--- config.mk ---
export PLATFORM = sky130hd
export DESIGN_NAME = sbc_interrupt_aggregator
export DESIGN_NICKNAME = d
export VERILOG_FILES = /design/src/hdl/irq_agg_pkg.sv /design/src/hdl/sbc_interrupt_aggregator.sv
export SDC_FILE = /design/constraint.sdc
export NUM_CORES = 1
export LEC_CHECK = 0
export BUFFER_PORTS_ARGS = -buffer_cell sky130_fd_sc_hd__buf_2
export CAP_MARGIN = 10
export CORE_AREA = 2 2 85 87
export DETAILED_ROUTE_END_ITERATION = 6
export DIE_AREA = 0 0 87 89
export GPL_ROUTABILITY_DRIVEN = 0
export PLACE_DENSITY = 0.81
export SLEW_MARGIN = 20
export SYNTH_ARGS = -nofsm -noshare
export SYNTH_HDL_FRONTEND = slang
export SYNTH_SLANG_ARGS = --single-unit
--- constraint.sdc ---
create_clock -name clock -period 4.1 [get_ports clock]
set_clock_uncertainty 0.15 [all_clocks]
set_input_delay 0.82 -clock clock [delete_from_list [all_inputs] [get_ports clock]]
set_output_delay 0.82 -clock clock [all_outputs]
set_load 0.05 [all_outputs]
--- src/hdl/irq_agg_pkg.sv ---
// Constants, field layouts and carriers of the interrupt aggregator.
// Assumes a 50 MHz core clock and a host reading flags over the serial link.
package irq_agg_pkg;

  // ==========================================================
  // Timing
  // ==========================================================
  localparam int unsigned CLK_PERIOD_NS = 20;
  localparam int unsigned MIN_PULSE_NS = 10000;
  localparam int unsigned IRQ_TIMEOUT_US = 6000;
  // Least time rounds up, longest time rounds down
  localparam int unsigned MIN_PULSE_CYC = (MIN_PULSE_NS + CLK_PERIOD_NS - 1) / CLK_PERIOD_NS;
  localparam int unsigned IRQ_TIMEOUT_CYC = (IRQ_TIMEOUT_US * 1000) / CLK_PERIOD_NS;
  localparam int unsigned CNT_W = 19;

  // ==========================================================
  // Register addresses and read-only command code
  // ==========================================================
  localparam logic [2:0] REG_WAKE = 3'h0;
  localparam logic [2:0] REG_STATE = 3'h1;
  localparam logic [2:0] REG_FAIL = 3'h2;
  localparam logic [2:0] CMD_READ_ONLY = 3'h7;

  // ==========================================================
  // Source positions in the flag vector
  // ==========================================================
  localparam int unsigned NSRC = 15;
  localparam int unsigned SRC_HEAT_WARN = 0;
  localparam int unsigned SRC_S2_OT = 1;
  localparam int unsigned SRC_XCVR_OT = 2;
  localparam int unsigned SRC_CAN_FAIL = 3;
  localparam int unsigned SRC_LIN_FAIL = 4;
  localparam int unsigned SRC_S2_UV = 5;
  localparam int unsigned SRC_S3_UV = 6;
  localparam int unsigned SRC_S3_OC = 7;
  localparam int unsigned SRC_SPI_FAIL = 8;
  localparam int unsigned SRC_RESET = 9;
  localparam int unsigned SRC_BAD_WDOG = 10;
  localparam int unsigned SRC_BUS_WAKE = 11;
  localparam int unsigned SRC_LIN_WAKE = 12;
  localparam int unsigned SRC_PIN_WAKE = 13;
  localparam int unsigned SRC_CYC_WAKE = 14;
  // Bits 0..7 are event/state flags, 8..14 event-only flags
  localparam logic [NSRC-1:0] STATE_KIND = 15'h00FF;
  localparam logic [NSRC-1:0] MASK_RESET = 15'h7FFF;
  localparam logic [NSRC-1:0] WAKE_BITS = 15'h7800;
  localparam logic [NSRC-1:0] STATE_BITS = 15'h00FF;
  localparam logic [NSRC-1:0] FAIL_BITS = 15'h0700;

  // ==========================================================
  // Carriers
  // ==========================================================
  typedef struct packed {
    logic valid;
    logic [2:0] cmd;
    logic [2:0] addr;
  } spi_req_s;

  typedef struct packed {
    logic valid;
    logic [7:0] data;
  } spi_rsp_s;

  typedef enum logic [2:0] {
    LINE_IDLE = 3'b001,
    LINE_LOW = 3'b010,
    LINE_GAP = 3'b100
  } line_state_e;

endpackage : irq_agg_pkg

--- src/hdl/sbc_interrupt_aggregator.sv ---
// Interrupt aggregator: per-source flags, masking and the interrupt line.
// Assumes condition and event inputs come from logic on the same clock;
// only the interrupt pin itself is asynchronous.
`timescale 1ns/100ps

module sbc_interrupt_aggregator
  import irq_agg_pkg::*;
#(
  parameter int unsigned TIMEOUT_CYC = IRQ_TIMEOUT_CYC,
  parameter bit SW_DEV_VARIANT = 1'b0
) (
  input wire logic clock,
  input wire logic rst,
  // Condition levels
  input wire logic heat_warn_cond,
  input wire logic supply2_overheat_cond,
  input wire logic bus_xcvr_overheat_cond,
  input wire logic can_fail_cond,
  input wire logic lin_fail_cond,
  input wire logic supply2_undervolt_cond,
  input wire logic supply3_undervolt_cond,
  input wire logic supply3_overcur_cond,
  input wire logic supply2_switching_off,
  input wire logic supply3_switching_off,
  input wire logic supply3_inhibit,
  input wire logic supply2_switch_on,
  input wire logic supply3_switch_on,
  // Event levels, taken on their rising edge
  input wire logic spi_fail_evt,
  input wire logic reset_evt,
  input wire logic bad_wdog_evt,
  input wire logic bus_wake_evt,
  input wire logic lin_wake_evt,
  input wire logic pin_wake_evt,
  input wire logic cyclic_wake_evt,
  // Mode and mask control
  input wire logic irq_mode_active,
  input wire logic restart_pulse,
  input wire logic mask_wr,
  input wire logic [NSRC-1:0] mask_wdata,
  output logic [NSRC-1:0] mask_q,
  // Serial register access
  input wire spi_req_s spi_req,
  output spi_rsp_s spi_rsp_q,
  // Interrupt pin and configuration strap
  input wire logic reset_out_n,
  input wire logic int_pin_in,
  output logic int_pin_out,
  output logic int_pin_oe,
  output logic config_alt_q,
  output logic [NSRC-1:0] flags
);

  // ==========================================================
  // Pin synchroniser and configuration strap
  // ==========================================================
  logic pin_meta_q;
  logic pin_sync_q;
  logic [1:0] sync_fill_q;
  logic strap_done_q;

  // Two flops before the strap level is used
  always_ff @(posedge clock or posedge rst) begin
    if (rst) begin
      pin_meta_q <= 1'b0;
      pin_sync_q <= 1'b0;
    end else begin
      pin_meta_q <= int_pin_in;
      pin_sync_q <= pin_meta_q;
    end
  end

  // Strap caught once with the reset output high, but only after the
  // synchroniser has refilled, so its reset level is never taken as the pin
  always_ff @(posedge clock or posedge rst) begin
    if (rst) begin
      sync_fill_q <= 2'h0;
      strap_done_q <= 1'b0;
      config_alt_q <= 1'b0;
    end else begin
      sync_fill_q <= {sync_fill_q[0], 1'b1};
      if (reset_out_n && sync_fill_q[1] && !strap_done_q) begin
        config_alt_q <= pin_sync_q;
        strap_done_q <= 1'b1;
      end
    end
  end

  // ==========================================================
  // Source levels and triggers
  // ==========================================================
  logic [NSRC-1:0] lvl;
  logic [NSRC-1:0] lvl_prev_q;
  logic [NSRC-1:0] rise;
  logic [NSRC-1:0] fall;
  logic [NSRC-1:0] trig;
  logic [NSRC-1:0] cond;
  logic s2_on_prev_q;
  logic s3_on_prev_q;

  always_comb begin
    lvl = '0;
    lvl[SRC_HEAT_WARN] = heat_warn_cond;
    lvl[SRC_S2_OT] = supply2_overheat_cond;
    lvl[SRC_XCVR_OT] = bus_xcvr_overheat_cond;
    lvl[SRC_CAN_FAIL] = can_fail_cond;
    lvl[SRC_LIN_FAIL] = lin_fail_cond;
    lvl[SRC_S2_UV] = supply2_undervolt_cond;
    lvl[SRC_S3_UV] = supply3_undervolt_cond;
    lvl[SRC_S3_OC] = supply3_overcur_cond;
    lvl[SRC_SPI_FAIL] = spi_fail_evt;
    lvl[SRC_RESET] = reset_evt & SW_DEV_VARIANT;
    lvl[SRC_BAD_WDOG] = bad_wdog_evt;
    lvl[SRC_BUS_WAKE] = bus_wake_evt;
    lvl[SRC_LIN_WAKE] = lin_wake_evt;
    lvl[SRC_PIN_WAKE] = pin_wake_evt;
    lvl[SRC_CYC_WAKE] = cyclic_wake_evt;
  end

  // Previous levels for edge detection
  always_ff @(posedge clock or posedge rst) begin
    if (rst) begin
      lvl_prev_q <= '0;
      s2_on_prev_q <= 1'b0;
      s3_on_prev_q <= 1'b0;
    end else begin
      lvl_prev_q <= lvl;
      s2_on_prev_q <= supply2_switch_on;
      s3_on_prev_q <= supply3_switch_on;
    end
  end

  // Edges of every source level
  assign rise = lvl & ~lvl_prev_q;
  assign fall = ~lvl & lvl_prev_q;
  // Only event/state sources keep showing their present condition
  assign cond = lvl & STATE_KIND;

  // Trigger per source by its activation kind
  always_comb begin
    trig = rise;
    trig[SRC_S2_UV] = ((rise[SRC_S2_UV] | fall[SRC_S2_UV])
                       & ~supply2_switching_off)
                      | (supply2_switch_on & ~s2_on_prev_q);
    trig[SRC_S3_UV] = ((rise[SRC_S3_UV] | fall[SRC_S3_UV])
                       & ~supply3_switching_off)
                      | (supply3_switch_on & ~s3_on_prev_q);
    trig[SRC_S3_OC] = rise[SRC_S3_OC] & ~supply3_inhibit;
  end

  // ==========================================================
  // Read-only access decode
  // ==========================================================
  logic ro_access;
  logic [NSRC-1:0] clr_sel;
  logic summary;

  // Only the read-only command clears anything
  assign ro_access = spi_req.valid && (spi_req.cmd == CMD_READ_ONLY);

  // Flags that each read-only access clears
  always_comb begin
    clr_sel = '0;
    if (ro_access) begin
      unique case (spi_req.addr)
        REG_WAKE: clr_sel = WAKE_BITS;
        REG_STATE: clr_sel = STATE_BITS;
        REG_FAIL: clr_sel = FAIL_BITS;
        default: clr_sel = '0;
      endcase
    end
  end

  // ==========================================================
  // Per-source flag latches
  // ==========================================================
  // Latched part of each flag
  logic [NSRC-1:0] latch_q;

  generate
    for (genvar i = 0; i < NSRC; i++) begin : g_flag
      // Set wins over a read clear in the same cycle; mask not used here
      always_ff @(posedge clock or posedge rst) begin
        if (rst) begin
          latch_q[i] <= 1'b0;
        end else if (trig[i]) begin
          latch_q[i] <= 1'b1;
        end else if (clr_sel[i]) begin
          latch_q[i] <= 1'b0;
        end
      end
      // Event/state flag shows latch, then the live condition
      assign flags[i] = latch_q[i] | cond[i];
    end
  endgenerate

  // Summary covers every non-wake flag
  assign summary = |(flags & (STATE_BITS | FAIL_BITS));

  // ==========================================================
  // Read data returned to the serial interface
  // ==========================================================
  always_ff @(posedge clock or posedge rst) begin
    if (rst) begin
      spi_rsp_q <= '0;
    end else begin
      spi_rsp_q.valid <= spi_req.valid;
      if (spi_req.valid) begin
        unique case (spi_req.addr)
          REG_WAKE: spi_rsp_q.data <= {3'h0, flags[SRC_CYC_WAKE:SRC_BUS_WAKE], summary};
          REG_STATE: spi_rsp_q.data <= flags[SRC_S3_OC:SRC_HEAT_WARN];
          REG_FAIL: spi_rsp_q.data <= {5'h00, flags[SRC_BAD_WDOG:SRC_SPI_FAIL]};
          default: spi_rsp_q.data <= 8'h00;
        endcase
      end
    end
  end

  // ==========================================================
  // Mask register
  // ==========================================================
  // Mask: restart re-enables every source
  always_ff @(posedge clock or posedge rst) begin
    if (rst) begin
      mask_q <= MASK_RESET;
    end else if (restart_pulse) begin
      mask_q <= MASK_RESET;
    end else if (mask_wr) begin
      mask_q <= mask_wdata;
    end
  end

  // ==========================================================
  // Interrupt line sequencer
  // ==========================================================
  line_state_e line_q;
  logic [CNT_W-1:0] cnt_q;
  logic pending_q;
  logic release_req_q;
  logic new_irq;
  logic read_000;
  logic min_done;
  logic timeout_hit;

  // Pulse start, release and timeout decode
  assign new_irq = |(trig & mask_q) && irq_mode_active;
  assign read_000 = ro_access && (spi_req.addr == REG_WAKE);
  assign min_done = cnt_q >= CNT_W'(MIN_PULSE_CYC - 1);
  assign timeout_hit = cnt_q >= CNT_W'(TIMEOUT_CYC - 1);

  // Counter from pulse start, running through the low phase and the gap
  always_ff @(posedge clock or posedge rst) begin
    if (rst) begin
      cnt_q <= '0;
    end else if (!irq_mode_active || line_q == LINE_IDLE) begin
      cnt_q <= '0;
    end else begin
      cnt_q <= cnt_q + CNT_W'(1);
    end
  end

  // Line state: idle, pulled low, then the enforced gap
  always_ff @(posedge clock or posedge rst) begin
    if (rst) begin
      line_q <= LINE_IDLE;
    end else if (!irq_mode_active) begin
      line_q <= LINE_IDLE;
    end else begin
      unique case (line_q)
        LINE_IDLE: begin
          if (new_irq || pending_q) begin
            line_q <= LINE_LOW;
          end
        end
        LINE_LOW: begin
          if ((read_000 || release_req_q) && min_done) begin
            line_q <= LINE_GAP;
          end else if (timeout_hit) begin
            line_q <= LINE_GAP;
          end
        end
        LINE_GAP: begin
          if (timeout_hit) begin
            line_q <= LINE_IDLE;
          end
        end
      endcase
    end
  end

  // An early read is remembered until the minimum pulse has passed
  always_ff @(posedge clock or posedge rst) begin
    if (rst) begin
      release_req_q <= 1'b0;
    end else if (!irq_mode_active || line_q != LINE_LOW) begin
      release_req_q <= 1'b0;
    end else if (read_000) begin
      release_req_q <= 1'b1;
    end
  end

  // Sources before the read share the pulse; later ones wait for the gap end
  always_ff @(posedge clock or posedge rst) begin
    if (rst) begin
      pending_q <= 1'b0;
    end else if (!irq_mode_active) begin
      pending_q <= 1'b0;
    end else if (line_q == LINE_IDLE) begin
      pending_q <= 1'b0;
    end else if (new_irq && (line_q == LINE_GAP || read_000 || release_req_q)) begin
      pending_q <= 1'b1;
    end
  end

  // Open-drain pin: drive low while the pulse runs, never during init
  // Never driven high; the outside pull-up gives the released level
  assign int_pin_out = 1'b0;
  assign int_pin_oe = (line_q == LINE_LOW) && reset_out_n;

endmodule : sbc_interrupt_aggregator

==> flow_metrics.env <==
export IMPL_cts_tree="built"
export IMPL_viasPerCell=5.50
export IMPL_maxCapViolCount=0
export IMPL_ys_top_cells_by_area="dfrtp_1 46%, dfstp_2 11%, a211o_1 3.8%"
export IMPL_die_height_um=89
export IMPL_dieArea_um2=7740
export IMPL_stdcell_count=517
export IMPL_die_x_um=87
export IMPL_post_route_min_period_ns=2.64
export IMPL_ctsLongestPathBuffers=2
export IMPL_r2r_cells=6
export IMPL_async_flop_share=1.00
export IMPL_wl_per_cell_um=15.3
export IMPL_end_kind="output port"
export IMPL_fmax_mhz=378
export IMPL_p_leak_nw=2.00
export IMPL_cts_clk_slew_worst_paths_ns=0.09
export IMPL_cp_top_family="simple AND/OR/NAND/NOR gates"
export IMPL_switchingPower_mw=0.524
export IMPL_drive_gt1_frac=0.302
export IMPL_grt_pass1_vias=2761
export IMPL_crit_required_ns=3.13
export IMPL_clkSinkCount=84
export IMPL_min_delay_start="sync_fill_q[0]"
export IMPL_hold_class="flip-flop to flip-flop"
export IMPL_r2r_start="latch_q[3]"
export IMPL_hold_slack_ns=0.203
export IMPL_port_buffers=87
export IMPL_max_stage_delay_ns=0.47
export IMPL_p_per_area_nw_per_um2=415
export IMPL_cts_hold_buf=0
export IMPL_slowest_stage="nor3b_1"
export IMPL_finalInstanceArea_um2=4340
export IMPL_ctsResizeCount=0
export IMPL_holdPathEnd="sync_fill_q[1]"
export IMPL_syn_inst=348
export IMPL_placed_cells=501
export IMPL_hold_viol=0
export IMPL_arrival_ns=1.67
export IMPL_rsz0062_at_grt="false"
export IMPL_cts_made_buffers=9
export IMPL_nNetsFinal=482
export IMPL_switching_share=0.291
export IMPL_ir_worst_vdd_v=0.000331
export IMPL_drt_iter0_drc=146
export IMPL_clk_root_buffer_cell="clkbuf_8"
export IMPL_worstReg2RegEnd="spi_rsp_q[0]"
export IMPL_grt_max_degree=41
export IMPL_seqPwrFrac=0.510
export IMPL_syn_cell_area_um2=3680
export IMPL_first_pass_iters=6
export IMPL_grt_total_usage=0.221
export IMPL_synth_main_ff_cell="dfrtp_1"
export IMPL_antenna_found_initial=0
export IMPL_worst_pin_slew_ns=0.637
export IMPL_synth_most_common_cell="dfrtp_1"
export IMPL_setup_slack_ns=1.46
export IMPL_crit_type="flip-flop to output port"
export IMPL_path_buf_inv=1
export IMPL_p_clk_frac=0.328
export IMPL_finalCritPeriodShare=0.645
export IMPL_num_vias=2841
export IMPL_synth_common_cells="68 x dfrtp_1, 30 x nor2_1, 27 x inv_1, 26 x nand2_1, 20 x nor2b_1"
export IMPL_ant_nets=0
export IMPL_final_setup_tns_ns=0
export IMPL_antennaDiodeCount=0
export IMPL_clock_latency_ns=0.35
export IMPL_grt_pass1_wl_um=13000
export IMPL_setup_viol=0
export IMPL_worst_r2r_setup_slack_ns=1.79
export IMPL_crit_chain="nor3b_1 > and2_1 > buf_2"
export IMPL_synth_area_leader_cell="dfrtp_1"
export IMPL_hold_depth=0
export IMPL_slew_headroom=0.575
export IMPL_num_io_pins=91
export IMPL_area_delta_synth_final_pct=17.8
export IMPL_place_hpwl_um=5740
export IMPL_p_int_mw=1.28
export IMPL_yosys_warnings=0
export IMPL_initial_core_util=0.548
export IMPL_synthDistinctLibCells=46
export IMPL_synth_top_area_frac=0.462
export IMPL_synth_seq_cells=84
export IMPL_cts_setup_buffers=0
export IMPL_placed_cell_area_um2=4150
export IMPL_comb_power_share=0.162
export IMPL_finalWirelength_um=7930
export IMPL_rows=30
export IMPL_htree_levels=3
export IMPL_overflow=0
export IMPL_startpoint_type="flip-flop"
export IMPL_drcViolationCount=0
export IMPL_avgSynthCellArea_um2=10.6
export IMPL_ys_seq_area_frac=0.576
export IMPL_core_um2=6720
export IMPL_dp_slack_ns=1.23
export IMPL_synth_enable_flop_cells=0
export IMPL_drv_slew=0
export IMPL_status="completed"
export IMPL_worstPathMaxFanout=4
## registers in the layout, summed over array words and instances (netlist names), 2 cells and up
name         cells
cnt_q           19
mask_q          15
lvl_prev_q      14
spi_rsp_q        9
latch_q          8
flags            6
line_q           3
sync_fill_q      2
## worst max-delay path by stage
stage,start,end,slack (ns),cells past startpoint
2_1_floorplan,rst,cnt_q[0],0.99,1
3_5_place_dp,spi_req[6],line_q[1],1.23,7
4_1_cts,line_q[2],int_pin_oe,1.45,3
5_1_grt,line_q[2],int_pin_oe,1.40,3
6_report,line_q[2],int_pin_oe,1.46,3
3_3_place_gp,spi_req[6],line_q[1],1.22,7
## final cells by class
type / instances / area [um^2]
Clock buffer: 12 / 145
Timing Repair Buffer: 89 / 450
Inverter: 27 / 103
Fill cell: 547 / 2380
Tap cell: 80 / 100
Clock inverter: 4 / 50.0
Sequential cell: 84 / 2120
Multi-Input combinational cell: 221 / 1370
## cells in the final DEF (no fill, tap or decap), types with 11 or more instances in the layout
cell type / synthesis / final
dfrtp_1: 68 / 68
nor2b_1: 20 / 20
a211o_1: 16 / 16
buf_2: 1 / 87
nor2_1: 30 / 30
o22ai_1: 12 / 12
inv_1: 27 / 26
dfstp_2: 16 / 16
o21ai_0: 11 / 11
nand2_1: 26 / 26
## power groups by stage
stage | registers (mW) | clock network (mW) | logic [mW]
after floorplan | 0.993 | 0 | 0.147
after global placement | 0.931 | 0 | 0.284
after detailed placement | 0.933 | 0 | 0.292
after CTS | 0.918 | 0.603 | 0.293
after global routing | 0.926 | 0.632 | 0.317
final | 0.919 | 0.591 | 0.291
## metrics by stage
stage	util	power, mW
floorplan	-	1.14
global route	0.646	1.87
CTS	0.646	1.81
global placement	0.617	1.22
finish	0.646	1.80
detailed placement	0.617	1.22
## kinds of logic (layout without fill, tap and decap cells)
logic type	Yosys count	in the layout	synth area share
and+or+nand+nor	136	136	0.198
DFF	84	84	0.576
AOI/OAI and AO/OA	59	59	0.113
buffers and inverters	44	132	0.0533
xor gates and xnor gates	17	17	0.0404
muxes	5	5	0.0139
other	2	3	0.00204
adders and majority gates	1	1	0.00340
## layer usage
metal / vias to the layer above / GRT usage / wire, um / share of wire
met2: 88 / 0.342 / 3500 / 0.44
met1: 1389 / 0.297 / 3800 / 0.48
li1: 1351 / - / - / -
met4: 0 / 0.0952 / 158 / 0.020
met3: 13 / 0.0563 / 475 / 0.060
met5: - / 0 / 0 / 0
No activity file was read; power rests on OpenSTA's default activity.
